**config.mk**
```make
export PLATFORM = sky130hd
export DESIGN_NAME = dsuc_core
export DESIGN_NICKNAME = d
export VERILOG_FILES = /design/src/common/dsuc_pkg.sv /design/src/hw/dsuc_core.sv /design/src/hw/dsuc_edge.sv /design/src/hw/dsuc_sync.sv
export VERILOG_INCLUDE_DIRS = /design/src /design/src/common
export SDC_FILE = /design/constraint.sdc
export NUM_CORES = 1
export LEC_CHECK = 0
export ABC_AREA = 1
export BUFFER_PORTS_ARGS = -buffer_cell sky130_fd_sc_hd__buf_2
export CAP_MARGIN = 20
export CORE_MARGIN = 2
export CORE_UTILIZATION = 34
export CTS_BUF_LIST = sky130_fd_sc_hd__clkbuf_8 sky130_fd_sc_hd__clkbuf_16
export DETAILED_ROUTE_END_ITERATION = 8
export PLACE_DENSITY_LB_ADDON = 0.2
export SLEW_MARGIN = 5
export SYNTH_ARGS = -nofsm -noshare
export SYNTH_HDL_FRONTEND = slang
export SYNTH_SLANG_ARGS = --single-unit
export TNS_END_PERCENT = 5
```
**constraint.sdc**
```tcl
create_clock -name mclk -period 2.8 [get_ports mclk]
set_input_delay 0.14 -clock mclk [delete_from_list [all_inputs] [get_ports mclk]]
set_output_delay 0.14 -clock mclk [all_outputs]
set_load 0.01 [all_outputs]
```
**src/common/dsuc_cfg.svh**
```systemverilog
// Constants of the serial converter control block.
// Assumes inclusion by bare name from the package and modules.
// Behaviour
// - Clear input acts on its falling edge, independent of serial clock.
// - Clear sets input and converter registers to zero.
// - Load falling edge copies input register into converter register.
// - Load low, or low at 16th edge, updates converter with new data.
// - Over-temperature powers analog down; serial logic keeps running.
// - Entering shutdown sets thermal flag bit 0 and drives alarm low.
// - Shutdown, flag and alarm persist until host writes flag to zero.
// - Serial port writes only input and control; converter is hidden.
// - Frame is 16 bits MSB first: read/write, 3 address, 12 data.
// - Write has read/write 0; address 001 input, 111 control.
// - Frame starts on sync low; input shifts on falling serial clock.
// - On 16th falling edge the addressed operation executes at once.
// - Serial clock may toggle only during frames.
// - Readback works for input and control registers.
// - Read frame shifts register out on the next 12 clocks.
// - Serial output floats until fifth rising edge, then drives.
// - Power-on sets control to 0x40, input and converter to zero.
// - Address 000 is a no-operation frame changing nothing.
// - Control bit 2 powers channel up when 1, down when 0.
// - Control bit 6: 1 floats powered-down output, 0 grounds it.
`ifndef DSUC_CFG_SVH
`define DSUC_CFG_SVH
`define DSUC_FRAME_BITS 16
`define DSUC_DATA_BITS 12
`define DSUC_SEL_NOP 3'h0
`define DSUC_SEL_INPUT 3'h1
`define DSUC_SEL_CTRL 3'h7
`define DSUC_CTRL_RESET 7'h40
`define DSUC_DATA_RESET 12'h000
`define DSUC_BIT_THERMAL 0
`define DSUC_BIT_POWER 2
`define DSUC_BIT_FLOAT 6
`define DSUC_DRIVE_EDGE 5'h05
`define DSUC_LAST_EDGE 5'h10
`endif

```
**src/common/dsuc_pkg.sv**
```systemverilog
// Types of the serial converter control block.
// Assumes dsuc_cfg.svh is on the include path.
`include "dsuc_cfg.svh"
package dsuc_pkg;
  typedef logic [`DSUC_DATA_BITS-1:0] dsuc_data_t;
  typedef logic [6:0] dsuc_ctrl_t;
  typedef enum logic [1:0] {
    DSUC_IDLE = 2'b00,
    DSUC_SHIFT = 2'b01,
    DSUC_DONE = 2'b10
  } dsuc_state_e;
  // Analog-facing status gathered in one carrier
  typedef struct packed {
    logic powered;
    logic float_out;
    logic ground_out;
  } dsuc_analog_s;
endpackage : dsuc_pkg

```
**src/hw/dsuc_core.sv**
```systemverilog
// Serial control section of a 12-bit converter.
// Assumes all pins asynchronous to mclk; serial clock far below mclk/4.
`timescale 1ns/1ns
`include "dsuc_cfg.svh"
module dsuc_core #(
  parameter int FRAME_BITS = `DSUC_FRAME_BITS,
  parameter int DATA_BITS = `DSUC_DATA_BITS
) (
  // Clock and reset
  input wire logic mclk,
  input wire logic sys_rst,
  // Serial port pins
  input wire logic sync_n,
  input wire logic sclk,
  input wire logic sdi,
  output logic sdo_o,
  output logic sdo_oe_n,
  // Update and clear pins
  input wire logic load_output_n,
  input wire logic async_clear_n,
  // Thermal sensor level, high while die is over temperature
  input wire logic over_temp,
  output logic alarm_n,
  // Analog side
  output dsuc_pkg::dsuc_data_t converter_code,
  output dsuc_pkg::dsuc_analog_s analog,
  output dsuc_pkg::dsuc_ctrl_t control_word
);
  import dsuc_pkg::*;

  initial begin
    if (FRAME_BITS != 16 || DATA_BITS != 12)
      $error("Frame layout supports 16-bit words with 12 data bits only");
    if (`DSUC_LAST_EDGE != FRAME_BITS)
      $error("Last edge count must match the frame length");
    if (`DSUC_DRIVE_EDGE >= `DSUC_LAST_EDGE)
      $error("Read-back must begin before the last edge");
  end

  logic [4:0] pins_s;
  logic sync_s;
  logic sclk_s;
  logic sdi_s;
  logic load_s;
  logic clr_s;
  logic sclk_rise;
  logic sclk_fall;
  logic sync_fall;
  logic sync_rise;
  logic load_fall;
  logic clr_fall;
  logic temp_s;

  // All pins cross into mclk before any decode; reset levels equal the idle
  // pins (sclk and sdi rest low) so no false edge follows reset
  dsuc_sync #(.WIDTH(5), .INIT(5'h13)) u_sync_pins (
    .mclk(mclk),
    .sys_rst(sys_rst),
    .din({sync_n, sclk, sdi, load_output_n, async_clear_n}),
    .dout(pins_s)
  );
  dsuc_sync #(.WIDTH(1), .INIT(1'b0)) u_sync_temp (
    .mclk(mclk),
    .sys_rst(sys_rst),
    .din(over_temp),
    .dout(temp_s)
  );
  assign {sync_s, sclk_s, sdi_s, load_s, clr_s} = pins_s;

  dsuc_edge #(.INIT(1'b0)) u_edge_sclk (
    .mclk(mclk),
    .sys_rst(sys_rst),
    .level(sclk_s),
    .rise(sclk_rise),
    .fall(sclk_fall)
  );
  dsuc_edge #(.INIT(1'b1)) u_edge_sync (
    .mclk(mclk),
    .sys_rst(sys_rst),
    .level(sync_s),
    .rise(sync_rise),
    .fall(sync_fall)
  );
  dsuc_edge #(.INIT(1'b1)) u_edge_load (
    .mclk(mclk),
    .sys_rst(sys_rst),
    .level(load_s),
    .rise(),
    .fall(load_fall)
  );
  dsuc_edge #(.INIT(1'b1)) u_edge_clr (
    .mclk(mclk),
    .sys_rst(sys_rst),
    .level(clr_s),
    .rise(),
    .fall(clr_fall)
  );

  // Decoding of the register select field, used for writes and reads
  function automatic logic sel_is(input logic [2:0] sel,
                                  input logic [2:0] code);
    sel_is = (sel == code);
  endfunction : sel_is

  // Control write keeps the power and float bits; reserved bits stay zero
  // and the flag can only be cleared, so a stray 1 never fakes an alarm
  function automatic dsuc_ctrl_t ctrl_merge(input dsuc_ctrl_t old_v,
                                            input dsuc_data_t wdata);
    ctrl_merge = '0;
    ctrl_merge[`DSUC_BIT_FLOAT] = wdata[`DSUC_BIT_FLOAT];
    ctrl_merge[`DSUC_BIT_POWER] = wdata[`DSUC_BIT_POWER];
    ctrl_merge[`DSUC_BIT_THERMAL] = old_v[`DSUC_BIT_THERMAL]
                                    & wdata[`DSUC_BIT_THERMAL];
  endfunction : ctrl_merge

  // Read-back source; the converter register has no address of its own
  function automatic dsuc_data_t readback(input logic [2:0] sel,
                                          input dsuc_ctrl_t ctrl_v,
                                          input dsuc_data_t in_v);
    readback = '0;
    if (sel_is(sel, `DSUC_SEL_CTRL)) begin
      readback = {5'h00, ctrl_v};
    end
    if (sel_is(sel, `DSUC_SEL_INPUT)) begin
      readback = in_v;
    end
  endfunction : readback

  // Frame state
  dsuc_state_e state_q, state_d;
  logic [15:0] shift_q, shift_d;
  logic [4:0] fall_cnt_q, fall_cnt_d;
  logic [4:0] rise_cnt_q, rise_cnt_d;
  logic read_q, read_d;
  logic [2:0] rsel_q, rsel_d;
  logic [11:0] rdata_q, rdata_d;
  logic sdo_q, sdo_d;
  logic sdo_en_q, sdo_en_d;

  // Register state
  dsuc_data_t input_q, input_d;
  dsuc_data_t conv_q, conv_d;
  dsuc_ctrl_t ctrl_q, ctrl_d;
  logic shutdown_q, shutdown_d;

  logic [15:0] word;
  logic frame_end;
  logic wr_input;
  logic wr_ctrl;

  always_comb begin
    state_d = state_q;
    shift_d = shift_q;
    fall_cnt_d = fall_cnt_q;
    rise_cnt_d = rise_cnt_q;
    read_d = read_q;
    rsel_d = rsel_q;
    rdata_d = rdata_q;
    sdo_d = sdo_q;
    sdo_en_d = sdo_en_q;
    word = {shift_q[14:0], sdi_s};
    frame_end = 1'b0;
    case (state_q)
      DSUC_IDLE: begin
        if (sync_fall) begin
          state_d = DSUC_SHIFT;
          fall_cnt_d = 5'h00;
          rise_cnt_d = 5'h00;
          read_d = 1'b0;
        end
      end
      DSUC_SHIFT: begin
        if (sync_rise) begin
          state_d = DSUC_IDLE;
          sdo_en_d = 1'b0;
        end else begin
          if (sclk_fall) begin
            shift_d = word;
            fall_cnt_d = fall_cnt_q + 5'h01;
            if (fall_cnt_q == 5'h03) begin
              read_d = shift_q[2];
              rsel_d = {shift_q[1:0], sdi_s};
            end
            if (fall_cnt_q + 5'h01 == `DSUC_LAST_EDGE) begin
              frame_end = 1'b1;
              state_d = DSUC_DONE;
            end
            // Read data leaves MSB first on the falling edges
            if (read_q && fall_cnt_q >= 5'h04) begin
              sdo_d = rdata_q[11];
              rdata_d = {rdata_q[10:0], 1'b0};
            end
          end
          if (sclk_rise) begin
            rise_cnt_d = rise_cnt_q + 5'h01;
            if (rise_cnt_q + 5'h01 == `DSUC_DRIVE_EDGE && read_q) begin
              sdo_en_d = 1'b1;
              rdata_d = readback(rsel_q, ctrl_q, input_q);
              sdo_d = 1'b0;
            end
          end
        end
      end
      DSUC_DONE: begin
        // Clocks past the frame release the output at their first rise
        if (sclk_rise) begin
          sdo_en_d = 1'b0;
        end
        if (sync_rise) begin
          state_d = DSUC_IDLE;
          sdo_en_d = 1'b0;
        end
      end
      default: begin
        state_d = DSUC_IDLE;
        sdo_en_d = 1'b0;
      end
    endcase
    if (sys_rst) begin
      state_d = DSUC_IDLE;
      shift_d = 16'h0000;
      fall_cnt_d = 5'h00;
      rise_cnt_d = 5'h00;
      read_d = 1'b0;
      rsel_d = 3'h0;
      rdata_d = 12'h000;
      sdo_d = 1'b0;
      sdo_en_d = 1'b0;
    end
  end

  always_ff @(posedge mclk) begin
    state_q <= state_d;
    shift_q <= shift_d;
    fall_cnt_q <= fall_cnt_d;
    rise_cnt_q <= rise_cnt_d;
    read_q <= read_d;
    rsel_q <= rsel_d;
    rdata_q <= rdata_d;
    sdo_q <= sdo_d;
    sdo_en_q <= sdo_en_d;
  end

  // Only writes to 001 and 111 act; 000 and reserved codes fall through
  assign wr_input = frame_end & ~word[15]
                    & sel_is(word[14:12], `DSUC_SEL_INPUT);
  assign wr_ctrl = frame_end & ~word[15]
                   & sel_is(word[14:12], `DSUC_SEL_CTRL);

  always_comb begin
    input_d = input_q;
    conv_d = conv_q;
    ctrl_d = ctrl_q;
    shutdown_d = shutdown_q;
    if (wr_input) begin
      input_d = word[11:0];
      if (!load_s) begin
        conv_d = word[11:0];
      end
    end
    if (load_fall) begin
      conv_d = wr_input ? word[11:0] : input_q;
    end
    if (wr_ctrl) begin
      ctrl_d = ctrl_merge(ctrl_q, word[11:0]);
      shutdown_d = shutdown_q & word[`DSUC_BIT_THERMAL];
    end
    // A new over-temperature wins over a clearing write
    if (temp_s) begin
      shutdown_d = 1'b1;
      ctrl_d[`DSUC_BIT_THERMAL] = 1'b1;
    end
    if (clr_fall) begin
      input_d = `DSUC_DATA_RESET;
      conv_d = `DSUC_DATA_RESET;
    end
    if (sys_rst) begin
      input_d = `DSUC_DATA_RESET;
      conv_d = `DSUC_DATA_RESET;
      ctrl_d = `DSUC_CTRL_RESET;
      shutdown_d = 1'b0;
    end
  end

  always_ff @(posedge mclk) begin
    input_q <= input_d;
    conv_q <= conv_d;
    ctrl_q <= ctrl_d;
    shutdown_q <= shutdown_d;
  end

  // Shutdown behaves like the power-down bit; code register untouched
  always_comb begin
    analog.powered = ctrl_q[`DSUC_BIT_POWER] & ~shutdown_q;
    analog.float_out = ~analog.powered & ctrl_q[`DSUC_BIT_FLOAT];
    analog.ground_out = ~analog.powered & ~ctrl_q[`DSUC_BIT_FLOAT];
  end

  assign converter_code = conv_q;
  assign control_word = ctrl_q;
  assign alarm_n = ~shutdown_q;
  assign sdo_o = sdo_q;
  assign sdo_oe_n = ~sdo_en_q;
endmodule : dsuc_core

```
**src/hw/dsuc_edge.sv**
```systemverilog
// Edge detector on a synchronised level.
// Assumes input already on mclk; pulses last one cycle.
`timescale 1ns/1ns
module dsuc_edge #(
  parameter logic INIT = 1'b1
) (
  // Clock and reset
  input wire logic mclk,
  input wire logic sys_rst,
  // Level in, pulses out
  input wire logic level,
  output logic rise,
  output logic fall
);
  logic last_q;
  logic last_d;
  always_comb begin
    last_d = sys_rst ? INIT : level;
  end
  always_ff @(posedge mclk) begin
    last_q <= last_d;
  end
  assign rise = ~sys_rst & level & ~last_q;
  assign fall = ~sys_rst & ~level & last_q;
endmodule : dsuc_edge

```
**src/hw/dsuc_sync.sv**
```systemverilog
// Two-stage synchroniser for pin inputs.
// Assumes async inputs; output is a plain level on mclk.
`timescale 1ns/1ns
module dsuc_sync #(
  parameter int WIDTH = 1,
  parameter logic [WIDTH-1:0] INIT = '0
) (
  // Clock and reset
  input wire logic mclk,
  input wire logic sys_rst,
  // Data
  input wire logic [WIDTH-1:0] din,
  output logic [WIDTH-1:0] dout
);
  logic [WIDTH-1:0] meta_q;
  logic [WIDTH-1:0] meta_d;
  logic [WIDTH-1:0] sync_q;
  logic [WIDTH-1:0] sync_d;
  initial begin
    if (WIDTH < 1) $error("WIDTH must be positive");
  end
  always_comb begin
    meta_d = sys_rst ? INIT : din;
    sync_d = sys_rst ? INIT : meta_q;
  end
  always_ff @(posedge mclk) begin
    meta_q <= meta_d;
    sync_q <= sync_d;
  end
  assign dout = sync_q;
endmodule : dsuc_sync
```
# [Yosys cells after proc, flatten, opt, wreduce, memory -nomap -nowiden]
# Cells that the tools add are included.
[classes] add_sub_neg=2 n_lt_le_gt_ge=1 eq_ne=21 n_mux=46 bitwise_logic=34 n_reduce_logical=16
[op_table] operator="2-to-1 mux 12 bit" n=9
[op_table] operator="2-to-1 mux 5 bit" n=5
[op_table] operator="2-to-1 mux 1 bit" n=21
[op_table] operator="bitwise AND 1 bit" n=20
[op_table] operator="case mux 5 bit (2 select lines)" n=2
[op_table] operator="AND reduction 4 bit" n=5
[op_table] operator="inequality test 3 bit (second input constant)" n=5
[op_table] operator="inequality test 2 bit (second input constant)" n=7
[op_table] operator="inverter 1 bit" n=14
[op_table] operator="adder 5 x 1 -> 5 bit (second input constant)" n=2
[op_table] operator="2-to-1 mux 2 bit" n=5
[op_table] operator="2-to-1 mux 7 bit" n=1
[op_table] operator="equality test 3 x 1 -> 1 bit (second input constant)" n=2
[op_table] operator="equality test 3 bit (second input constant)" n=2
[op_table] operator="case mux 2 bit (3 select lines)" n=1
[op_table] operator="nonzero test 2 bit" n=3
[op_table] operator="equality test 5 x 2 -> 1 bit (second input constant)" n=1
[op_table] operator="equality test 5 x 3 -> 1 bit (second input constant)" n=1
[op_table] operator="equality test 5 bit (second input constant)" n=1
[op_table] operator=">= comparator 5 x 3 -> 1 bit (second input constant)" n=1
[op_table] operator="AND reduction 5 bit" n=1
[op_table] operator="AND reduction 2 bit" n=2
[op_table] operator="case mux 1 bit (3 select lines)" n=1
[op_table] operator="AND reduction 3 bit" n=1
[op_table] operator="other kinds (6)" n=7
[totals] regBits=89 output_inout_bits=25 wordCells=142

# [Depth between registers and ports, before layout]
# Gate-level depths: netlist (run 1).
[logic_depth] ltp_word=10 ltp_mapped=14 depth_no_buf=13

# [Hierarchy]
# Synthesis (run 1) repeated with hierarchy kept, for this count alone.
[hier_totals] hier_cells=576 hier_area_um2=4097.7
[modules_own_cells] module="dsuc_core" instances=1 cells_per_inst=507 area_each_um2=3575.9 seq_area_each_um2=1461.4
[modules_own_cells] module="dsuc_sync (u_sync_pins)" instances=1 cells_per_inst=31 area_each_um2=279.0 seq_area_each_um2=200.2
[modules_own_cells] module="dsuc_edge (u_edge_clr ...)" instances=3 cells_per_inst=8 area_each_um2=46.3 seq_area_each_um2=20.0
[modules_own_cells] module="dsuc_sync (u_sync_temp)" instances=1 cells_per_inst=6 area_each_um2=55.1 seq_area_each_um2=40.0
[modules_own_cells] module="dsuc_edge (u_edge_sclk)" instances=1 cells_per_inst=8 area_each_um2=48.8 seq_area_each_um2=20.0

# [Worst setup path before layout (run 1)]
# OpenSTA, ideal clock, no wires.
[synth_timing] path_type="reg2reg" startpoint="reg fall_cnt_q[0]" endpoint="reg conv_q[1] (netlist: converter_code[1])" arrival_time_ns=1.608 setup_slack_ns=1.079 path_stages_with_launch=14 n_path_buf=1 synth_period_minus_slack_ns=1.721 path_cell_list="dfxtp_1 -> ha_1 -> inv_1 -> nand2_1 -> nand2_1 -> nor2_1 -> nand2_1 -> nor2_1 -> buf_2 -> nand4_1 -> nand2_1 -> nor2_2 -> nand2_1 -> nand2_1"
[synth_via] elab_chain_cells=10
[synth_lines] element="from (decl)" line_no="dsuc_core.sv:132" rtl="logic [4:0] fall_cnt_q, fall_cnt_d;"
[synth_lines] element="from (signal assigned)" line_no="dsuc_core.sv:235" rtl="fall_cnt_q <= fall_cnt_d;"
[synth_lines] element="adder 5 x 1 -> 5 bit *" line_no="dsuc_core.sv:184" rtl="if (fall_cnt_q + 5'h01 == `DSUC_LAST_EDGE) begin"
[synth_lines] element="equality test 5 bit (no source line) *"
[synth_lines] element="2-to-1 mux 1 bit *" line_no="dsuc_core.sv:184"
[synth_lines] element="2-to-1 mux 1 bit *" line_no="dsuc_core.sv:177" rtl="if (sclk_fall) begin"
[synth_lines] element="2-to-1 mux 1 bit *" line_no="dsuc_core.sv:173" rtl="if (sync_rise) begin"
[synth_lines] element="2-to-1 mux 1 bit *" line_no="dsuc_core.sv:163" rtl="case (state_q)"
[synth_lines] element="bitwise AND 1 bit * (2 in series)" line_no="dsuc_core.sv:245" rtl="assign wr_input = frame_end & ~word[15]"
[synth_lines] element="2-to-1 mux 12 bit or nonzero test 2 bit (tied branches)"
[synth_lines] element="2-to-1 mux 12 bit or AND reduction 2 bit (tied branches)"
[synth_lines] element="to (signal assigned)" line_no="dsuc_core.sv:287" rtl="conv_q <= conv_d;"
[synth_lines] element="to (decl)" line_no="dsuc_core.sv:142" rtl="dsuc_data_t conv_q, conv_d;"
# Every way passes the cells marked *; elsewhere a longest branch is shown, timed or not.
# A chain may end at the register's enable or synchronous reset.

# [Worst setup path in the final report (run 1)]
[layout_timing] startpoint="reg state_q[0]" endpoint="reg conv_q[1] (netlist: converter_code[1])"
[layout_via] elab_chain_cells=6
[layout_lines] element="from (decl)" line_no="dsuc_core.sv:130" rtl="dsuc_state_e state_q, state_d;"
[layout_lines] element="from (signal assigned)" line_no="dsuc_core.sv:233" rtl="state_q <= state_d;"
[layout_lines] element="equality test 2 x 1 -> 1 bit *" line_no="dsuc_core.sv:163"
[layout_lines] element="2-to-1 mux 1 bit *" line_no="dsuc_core.sv:163"
[layout_lines] element="bitwise AND 1 bit * (2 in series)" line_no="dsuc_core.sv:245"
[layout_lines] element="2-to-1 mux 12 bit or nonzero test 2 bit (tied branches)"
[layout_lines] element="2-to-1 mux 12 bit or AND reduction 2 bit (tied branches)"
# Marks and branches as above.

==> results of run 1 <==
[state kept, by name, summed over array words and instances (netlist names)]
name and count:
u_edge_sync.last_q 1, rdata_q 12, u_sync_temp.meta_q 1, state_q 2
control_word 3, u_sync_pins.meta_q 5, rsel_q 3, converter_code 12
u_edge_sclk.last_q 1, input_q 12, sdo_en_q 1, u_sync_pins.dout 5
u_edge_load.last_q 1, fall_cnt_q 5, u_sync_temp.dout 1, rise_cnt_q 5
sdo_o 1, read_q 1, u_edge_clr.last_q 1, shift_q 15
shutdown_q 1
[synthesized netlist by cell type (all sizes together)]
library cell,count,area [sq um]
nand2,125,479.2
dfxtp,89,1782
inv,81,304.0
o21ai,54,270.3
nor2,49,246.5
a21oi,45,225.2
nand4,38,237.7
nand3,22,132.6
clkbuf,17,63.81
buf,12,82.58
or2,9,56.30
ha,5,62.56
nor3,5,35.03
a211oi,4,30.03
o22ai,4,25.02
clkinv,2,7.510
o21bai,2,15.01
xnor2,2,17.52
and3,1,6.260
conb,1,3.750
nand3b,1,20.02
o211ai,1,7.510
xor2,1,8.760
[logic make-up after synthesis]
group / after synthesis / synth area share [%]
flip-flops: 89 / 43.26
buffers and inverters: 112 / 11.12
adder cells (fa/ha/maj): 5 / 1.519
other: 1 / 0.09104
AND/OR/NAND/NOR: 250 / 29.47
XOR/XNOR: 3 / 0.6380
AO/OA/AOI/OAI: 110 / 13.91
[per-layer routing]
metal | track usage [%] | vias up | routed length (microns)
met1 | 20.85 | 1680 | 4702
met3 | 2.965 | 15 | 288
met4 | 7.480 | 0 | 202
met5 | 0 | - | 0
li1 | - | 1892 | -
met2 | 26.71 | 60 | 4789
[final cells by class]
cell class	instances	area (sq um)
fillers	1250	7213
multi-input cells	372	1891
flip-flops and latches	89	1782
inverters	83	311.5
repair buffers	42	260.3
clock buffers	9	225.2
well taps	147	183.9
clock inverters	7	45.04
[cells in the final DEF (no fill, tap or decap), types with 10 or more instances in the layout]
| master | n |
|---|---|
| nand4_1 | 38 |
| a21oi_1 | 45 |
| o21ai_0 | 53 |
| nand3_1 | 19 |
| inv_1 | 77 |
| buf_2 | 28 |
| nand2_1 | 123 |
| nor2_2 | 10 |
| nor2_1 | 34 |
| dfxtp_1 | 89 |
[critical path: stages (launching register included)]
cell	delay [ps]
dfxtp_1	390
inv_2	100
nor2_4	300
nand2_4	210
nor2_4	220
nand2_2	80
nor2_4	130
nand3_1	480
nand4_1	240
nand2_1	70
[path summary, 6_finish.rpt]
check	from	endpoint	slack (ps)	depth (start not counted)
max	state_q[0]	converter_code[1]	460	9
min	sys_rst	rdata_q[0]	210	2
max reg2reg	state_q[0]	converter_code[1]	460	9
min reg2reg	u_sync_pins.meta_q[3]	u_sync_pins.dout[3]	400	2
[report_power, final]
group          internal [mW]  total (mW)  leakage (nW)  switching (mW)
clock network          0.599        1.10         0.135           0.504
registers               1.38        1.47         0.723          0.0927
logic                  0.212       0.645          1.17           0.433
[timing repair]
item                                    CTS  global route
hold buffers                              6             0
endpoints found under the setup margin    0             0
endpoints found under the hold margin     6             0
==> impl_results.md, run 1 <==
- Run status: finished clean
- # setup viols final: 0
- Root buffer cell: clkbuf_16
- Mapped Area: 4119 sq um
- Via density: 4.869
- Clock buffer count from CTS: 9
- Area Growth Syn to Fin: 14.06%
- Leakage: 2.030 nW
- Die area: 13010 sq um
- PwrDens: approximately 690 nW/um^2
- Fin crit share: between 80 and 90%
- ANT cells: 0
- Wire per inst: 13.33 microns
- Port Buf Inserts: 28
- Finished Core Util: approximately 39%
- Total congestion overflow: 0
- Maximum VDD drop: approximately 290 uV
- Chip height: 114.1 microns
- Post-CTS setup buffer count: 0
- Hold WC Path Type: in -> reg
- Initial Util: 34.58%
- Final Hold Fails: 0
- GPL Wtd Cong: 0.8522
- ANT nets after route: 0
- Number of global-route vias before repair: 3381
- Worst EP arrival: 2570 ps
- Max Cap Viol: 0
- Drt first pass iters: 4
- Final hold slack: 209.2 ps
- Final WL: 9982 microns
- Setup_tns: 0 ps
- Share of layout cells above drive strength 1: 14.62%
- Worst-path maximum fanout: 19
- Nets: 610
- DIE WIDTH: 114.1 microns
- Clk slew on worst S/H paths: 70 ps
- Io pins: 33
- Post-DP HPWL: 7030 microns
- Clk buf depth: 2
- Setup Skew: 10.22 ps
- Setup crit end kind: flip-flop
- Yosys warnings: 0
- DP Worst Slack: between 300 and 400 ps
- Cells after DPL: 727
- # DRC: 0
- RSZ-0062 raised after global routing: no
- Max transition margin: 36.46%
- Syn Area/Cell: 7.226 sq um
- Netlist cell types: 35
- First-pass GRT wire length: 16510 microns
- Sequential cell area fraction in the yosys report: a little over two fifths
- Critical path class: reg -> reg
- Tmin final: 2339 ps
- Total Routing Usage GR: 16.28%
- Worst-skew pair later-pin latency: 340 ps
- Final instance area: 4698 sq um
- Worst-margin pin slew: around 950 ps
- Largest net degree at the start of global routing: 29
- CP Launch Type: flip-flop
- DR vias: 3647
- Final WS setup: between 400 and 500 ps
- Initial antenna violation count: 0
- FF+latch count, synth: 89
- Max Freq: 0.4275 GHz
- Cell row count: 40
- Dpl cell area: 4368 sq um
- Core area: 11910 sq um
- H-tree levels: 3
- WP data required: 3030 ps
- Slew Viols, Final: 0
- 1st-iter DRT viols: 130
- Total power: 3.219 mW
- CTS sink count: ~90
- Post_cts resized: 0
- CTS tree: built
- Fin cells: 749
- Post-Syn Instances: 570
No activity file was read; power rests on OpenSTA's default activity.
==> run 2, diff against run 1 <==
- clock period: 2.8 -> 2.2 ns (I/O delays scaled with it)
==> run 2 against run 1 <==
Against the previous run: utilization rose by 0.87 points; critical endpoint is now control_word[0]; largest power group unchanged; register-to-register slack got worse by 270 ps; clock skew fell by 4.9 ps; combinational power rose by 32%; global-route usage fell by 0.20 points; highest routed layer unchanged.
==> impl_results.md, run 2 (same netlist as run 1, synthesis figures left out) <==
- Hold WC Path Type: in -> reg (unchanged)
- Wire per inst: 12.99 microns (was 13.33 microns)
- Finished Core Util: 40.32% (was 39.44%)
- Total Routing Usage GR: 16.08% (was 16.28%)
- DIE WIDTH: 114.1 microns (unchanged)
- Setup_tns: 0 ps (unchanged)
- Total power: 4.256 mW (was 3.219 mW)
- Max Cap Viol: 0 (unchanged)
- Final WL: 9834 microns (was 9982 microns)
- H-tree levels: 3 (unchanged)
- Share of layout cells above drive strength 1: 15.74% (was 14.62%)
- Fin crit share: 91.12% (was 83.55%)
- Io pins: 33 (unchanged)
- Tmin final: 2005 ps (was 2339 ps)
- Number of global-route vias before repair: 3524 (was 3381)
- Worst r2r path cells: 10 (was 9)
- Max FFs per register: 15 (unchanged)
- Initial antenna violation count: 0 (unchanged)
- PwrDens: 886.2 nW/um^2 (was 685.2 nW/um^2)
- WHS Endpoint: u_edge_sclk.last_q (was rdata_q[0])
- Area Growth Syn to Fin: 16.59% (was 14.06%)
- CTS sink count: 89 (unchanged)
- Max transition margin: 43.59% (was 36.46%)
- Worst-skew pair later-pin latency: 340 ps (about the same)
- FF-to-FF Start: fall_cnt_q[1] (was state_q[0])
- Setup Skew: 5.365 ps (was 10.22 ps)
- WP data required: 2420 ps (was 3030 ps)
- Flop2flop setup slack: 200 ps (was 460 ps)
- Critical R2R Capture: control_word[0] (was converter_code[1])
- Clk slew on worst S/H paths: 60 ps (was 70 ps)
- Commonest non-fill, non-tap cells in the layout: 123 x nand2_1, 89 x dfxtp_1, 78 x inv_1 (was 123 x nand2_1, 89 x dfxtp_1, 77 x inv_1)
- Total congestion overflow: 0 (unchanged)
- First-pass GRT wire length: 16700 microns (was 16510 microns)
- RSZ-0062 raised after global routing: no (unchanged)
- Final hold slack: 118.1 ps (was 209.2 ps)
- Slew Viols, Final: 0 (unchanged)
- Worst-margin pin slew: 846.1 ps (was 953.0 ps)
- Post-CTS setup buffer count: 0 (unchanged)
- Die area: 13010 sq um (unchanged)
- DR vias: 3651 (was 3647)
- Chip height: 114.1 microns (unchanged)
- Hold Path Depth: 2 (unchanged)
- CP Launch Type: flip-flop (unchanged)
- ANT nets after route: 0 (unchanged)
- Maximum VDD drop: 414.6 uV (was 290.3 uV)
- Post-DP HPWL: 6870 microns (was 7030 microns)
- Clk buf depth: 2 (unchanged)
- Max Freq: 0.4988 GHz (was 0.4275 GHz)
- Setup crit end kind: flip-flop (unchanged)
- GPL Wtd Cong: 0.8115 (was 0.8522)
- Root buffer cell: clkbuf_16 (unchanged)
- Clock buffer count from CTS: 9 (unchanged)
- Run status: finished clean (unchanged)
- Leakage: 2.089 nW (was 2.030 nW)
- Cell row count: 40 (unchanged)
- Hold path start: sys_rst (unchanged)
- ANT cells: 0 (unchanged)
- Initial Util: 34.58% (unchanged)
- Drt first pass iters: 4 (unchanged)
- Most common cell after layout, fill and taps aside: nand2_1 (unchanged)
- Nets: 619 (was 610)
- Final Hold Fails: 0 (unchanged)
- Via density: 4.823 (was 4.869)
- 1st-iter DRT viols: 143 (was 130)
- Worst-path maximum fanout: 9 (was 19)
- Core area: 11910 sq um (unchanged)
- Worst EP arrival: 2230 ps (was 2570 ps)
- Port Buf Inserts: 28 (unchanged)
- # DRC: 0 (unchanged)
- Largest net degree at the start of global routing: 28 (was 29)
- CTS tree: built (unchanged)
- Most flop-heavy register: shift_q (unchanged)
- Critical path class: reg -> reg (unchanged)
- # setup viols final: 0 (unchanged)
run 2: cell types whose count changed in the layout (fill, tap and decap cells not counted), sizes merged:
cell      delta
bufinv       +1
clkinvlp     -1
clkbuf       +2
clkinv       -3
buf          +9
run 2: power breakdown:
part	internal, mW	leakage [nW]	switching [mW]	total, mW
Combinational	0.294	1.21	0.559	0.854
Clock	0.927	0.153	0.604	1.53
Sequential	1.75	0.723	0.117	1.87
run 2: timing repair:
item / CTS / global route
hold buffers: 6 / 0
gates resized for setup: 0 / 2
setup endpoints to repair: 0 / 15
endpoints found under the hold margin: 6 / 0
run 2: how the worst max path moves through the flow:
stage	start	to	depth (start not counted)
floorplan	fall_cnt_q[0]	converter_code[1]	13
global placement	fall_cnt_q[0]	converter_code[11]	13
detailed placement	fall_cnt_q[1]	converter_code[10]	13
CTS	fall_cnt_q[0]	converter_code[10]	13
global route	fall_cnt_q[1]	shutdown_q	10
finish	fall_cnt_q[1]	control_word[0]	10
run 2: per-layer routing:
metal	routed length (microns)	vias to the layer above	GRT usage, %	part of all wire (%)
met3	247	17	3.600	2.5
met2	4527	47	25.87	46
met1	4846	1674	20.69	49
met4	213	0	7.154	2.2
li1	-	1913	-	-
met5	0	-	0	0
run 2: metrics by stage:
stage	setup slack [ps]	instances	instance area, sq um
2_1_floorplan	478.6	573	4130
6_report	195.4	757	4802
4_1_cts	68.31	757	4792
5_1_grt	2.037	757	4802
3_3_place_gp	97.73	736	4436
3_5_place_dp	95.98	736	4436
run 2: area by class of cell:
type                            count  area, sq um
Clock inverter                      4        43.79
Clock buffer                       11        252.7
Tap cell                          147        183.9
Fill cell                        1255         7109
Timing Repair Buffer               51        327.8
Multi-Input combinational cell    372         1901
Inverter                           83        311.5
Sequential cell                    89         1782
run 2: critical path: stages (launching register included):
cell,delay (ps)
dfxtp_1,400
ha_1,240
inv_1,70
nand2_1,60
nand2_1,70
nor2_1,130
nand3_1,200
nor2_4,260
nand2_1,190
o21ai_0,200
a21oi_1,80
==> run 3, diff against run 2 <==
- ABC_AREA: 1 -> unset
==> run 3 against run 2 <==
Against the previous run: area after synthesis shrank 6.9%; highest routed layer unchanged; clock-buffer cell count down 2; largest power group is now clock; critical path depth shrank 4; cell area down 3.4%; final cell count down 21%; utilization up 2.1 points; die area down 6.7%; critical path type unchanged; total power decreased by 19%; via count is 17% lower; worst hold slack improved by 150 ps; routed wire length shrank 14%.
==> impl_results.md, run 3 <==
- Post-DP HPWL: 5893 microns (was 6870 microns)
- Number of global-route vias before repair: 2896 (was 3524)
- Setup crit end kind: flip-flop (unchanged)
- ANT nets after route: 0 (unchanged)
- Hold path start: sys_rst (unchanged)
- Most flop-heavy register: shift_q (unchanged)
- Critical R2R Capture: converter_code[7] (was control_word[0])
- Max FFs per register: 15 (unchanged)
- Worst EP arrival: 2320 ps (was 2230 ps)
- Final WL: 8493 microns (was 9834 microns)
- Via density: 5.088 (was 4.823)
- Hold WC Path Type: in -> reg (unchanged)
- Syn Area/Cell: 9.396 sq um (was 7.226 sq um)
- Worst-margin pin slew: 593.1 ps (was 846.1 ps)
- Max Cap Viol: 0 (unchanged)
- Post-synth top area share: 46.48% (was 43.26%)
- Count leader, synth: dfxtp_1 (was nand2_1)
- Finished Core Util: 42.44% (was 40.32%)
- Clk slew on worst S/H paths: 70 ps (was 60 ps)
- Yosys top cell by area: dfxtp_1 (unchanged)
- Yosys warnings: 0 (unchanged)
- Share of layout cells above drive strength 1: 22.88% (was 15.74%)
- Total internal power: 2.679 mW (was 2.975 mW)
- # setup viols final: 0 (unchanged)
- # DRC: 0 (unchanged)
- Final hold slack: 265.2 ps (was 118.1 ps)
- Sequential cell area fraction in the yosys report: 46.48% (was 43.26%)
- First-pass GRT wire length: 14320 microns (was 16700 microns)
- Clock network power share: 49.0% (was 36.0%)
- Most common cell after layout, fill and taps aside: dfxtp_1 (was nand2_1)
- H-tree levels: 3 (unchanged)
- Die area: 12140 sq um (was 13010 sq um)
- Final Hold Fails: 0 (unchanged)
- Post-synth ARST share: 0% (unchanged)
- Comb pwr share: 3.3% (was 20.1%)
- Mapped Area: 3834 sq um (was 4119 sq um)
- CTS sink count: 89 (unchanged)
- 1st-iter DRT viols: 163 (was 143)
- CTS tree: built (unchanged)
- Final WS setup: 116.2 ps (was 195.4 ps)
- DP Worst Slack: 80.82 ps (was 95.98 ps)
- Slew Viols, Final: 0 (unchanged)
- Maximum VDD drop: 300.4 uV (was 414.6 uV)
- Largest net degree at the start of global routing: 26 (was 28)
- Initial Util: 35.06% (was 34.58%)
- Net Sw Power: 755.4 uW (was 1.280 mW)
- Total power: 3.434 mW (was 4.256 mW)
- DIE WIDTH: 110.2 microns (was 114.1 microns)
- GPL Wtd Cong: 0.7951 (was 0.8115)
- Max transition margin: 60.38% (was 43.59%)
- Switching share of power: 22.00% (was 30.08%)
- Setup Skew: 7.788 ps (was 5.365 ps)
- Cell row count: 38 (was 40)
- Root buffer cell: clkbuf_16 (unchanged)
- Predominant post-synthesis flop cell: dfxtp_1 (unchanged)
- Total congestion overflow: 0 (unchanged)
- Wire per inst: 14.18 microns (was 12.99 microns)
- Total Routing Usage GR: 15.45% (was 16.08%)
- Port Buf Inserts: 28 (unchanged)
- Drt first pass iters: 4 (unchanged)
- Post-Syn Instances: 408 (was 570)
- Number of flops mapped to enable cells by yosys: 0 (unchanged)
- RSZ-0062 raised after global routing: no (unchanged)
- Leakage: 1.825 nW (was 2.089 nW)
- Tmin final: 2084 ps (was 2005 ps)
- CP Launch Type: flip-flop (unchanged)
- Initial antenna violation count: 0 (unchanged)
- Chip height: 110.2 microns (was 114.1 microns)
- Fin crit share: 94.72% (was 91.12%)
- Run status: finished clean (unchanged)
- Critical path class: reg -> reg (unchanged)
- WHS Endpoint: rsel_q[1] (was u_edge_sclk.last_q)
- Clk buf depth: 2 (unchanged)
- Commonest non-fill, non-tap cells in the layout: 89 x dfxtp_1, 37 x nand2_1, 31 x a21oi_1 (was 123 x nand2_1, 89 x dfxtp_1, 78 x inv_1)
- Core area: 10940 sq um (was 11910 sq um)
- Hold Path Depth: 3 (was 2)
- DR vias: 3048 (was 3651)
- Top cells by count, synth: 89 x dfxtp_1, 37 x nand2_1, 31 x a21oi_1 (was 123 x nand2_1, 89 x dfxtp_1, 77 x inv_1)
- Sequential share of power: 47.7% (was 44.0%)
- Setup_tns: 0 ps (unchanged)
- Synth area leaders: dfxtp_1 46%, a21oi_1 4.0%, nand2_1 3.6% (was dfxtp_1 43%, nand2_1 11%, inv_1 7.0%)
- ANT cells: 0 (unchanged)
- WP data required: 2440 ps (was 2420 ps)
- Worst-skew pair later-pin latency: 350 ps (was 340 ps)
- Flop2flop setup slack: 120 ps (was 200 ps)
- FF-to-FF Start: shift_q[14] (was fall_cnt_q[1])
- Area Growth Syn to Fin: 21.05% (was 16.59%)
- Post-CTS setup buffer count: 0 (unchanged)
- FF+latch count, synth: 89 (unchanged)
- Layout fillers: 1113 (was 1255)
- Netlist cell types: 56 (was 35)
- Io pins: 33 (unchanged)
- PwrDens: 740.0 nW/um^2 (was 886.2 nW/um^2)
- Worst-path maximum fanout: 12 (was 9)
- Worst r2r path cells: 6 (was 10)
- Max Freq: 0.4799 GHz (was 0.4988 GHz)
- Clock buffer count from CTS: 9 (unchanged)
- Nets: 467 (was 619)
## run 3: changes by cell type in the layout (fill, tap and decap cells not counted), sizes merged, moves of 14 or more
cell	change
o21ai	-50
inv	-59
nand2	-88
mux2	+14
nor2	-29
nand4	-35
## run 3: worst max path at each step
stage	from	endpoint
after floorplan	fall_cnt_q[0]	converter_code[2]
after global placement	fall_cnt_q[0]	converter_code[8]
after detailed placement	fall_cnt_q[0]	converter_code[9]
final	shift_q[14]	converter_code[7]
after CTS	fall_cnt_q[0]	converter_code[9]
after global routing	fall_cnt_q[0]	converter_code[5]
## run 3: cells by family after synthesis
family	Yosys count	synth area share (%)
fa+ha+maj	5	1.632
flops	89	46.48
mux	19	6.201
compound gates	86	16.22
other cells	1	0.09782
buf+inv	46	5.222
simple gates	160	23.69
xor+xnor	2	0.4570
## run 3: power groups by stage
stage | clock (mW) | combinational, mW | sequential [mW]
final | 1.68 | 0.115 | 1.64
after CTS | 1.72 | 0.115 | 1.64
after global routing | 1.79 | 0.129 | 1.64
after floorplan | 0 | 0.0756 | 1.67
after detailed placement | 0 | 0.107 | 1.67
after global placement | 0 | 0.106 | 1.67
## run 3: timing repair
| item | in CTS | in global routing |
|---|---|---|
| endpoints found under the setup margin | 0 | 15 |
| gates resized for setup | 0 | 6 |
| hold buffers | 6 | 0 |
| endpoints found under the hold margin | 6 | 0 |
## run 3: critical path, cell delays in order, from the launching register on
cell	delay, ps
dfxtp_1	320
or4b_1	580
nor3_4	170
nand4_4	160
buf_6	200
mux2_4	300
a32o_1	240
## run 3: metal layers
metal  wire, microns  track usage (%)
met4             185            7.589
met5               0                0
met2            3856            23.84
met1            4206            20.78
met3             244            2.763
## run 3: final cells by class
cell class                 instances  area (sq um)  area share (%)
clock buffer                       9         225.2           4.853
timing repair buffer              57         389.1           8.385
tap                              140         175.2           3.775
sequential                        89          1782           38.39
multi-input combinational        276          1889           40.71
inverter                          21         78.83           1.699
clock inverter                     7         101.3           2.184
## run 3: metrics by stage
| step | cell area (sq um) | instances |
|---|---|---|
| final | 4641 | 599 |
| after global routing | 4641 | 599 |
| after CTS | 4611 | 599 |
| after detailed placement | 4224 | 577 |
| after global placement | 4224 | 577 |
| after floorplan | 3845 | 411 |
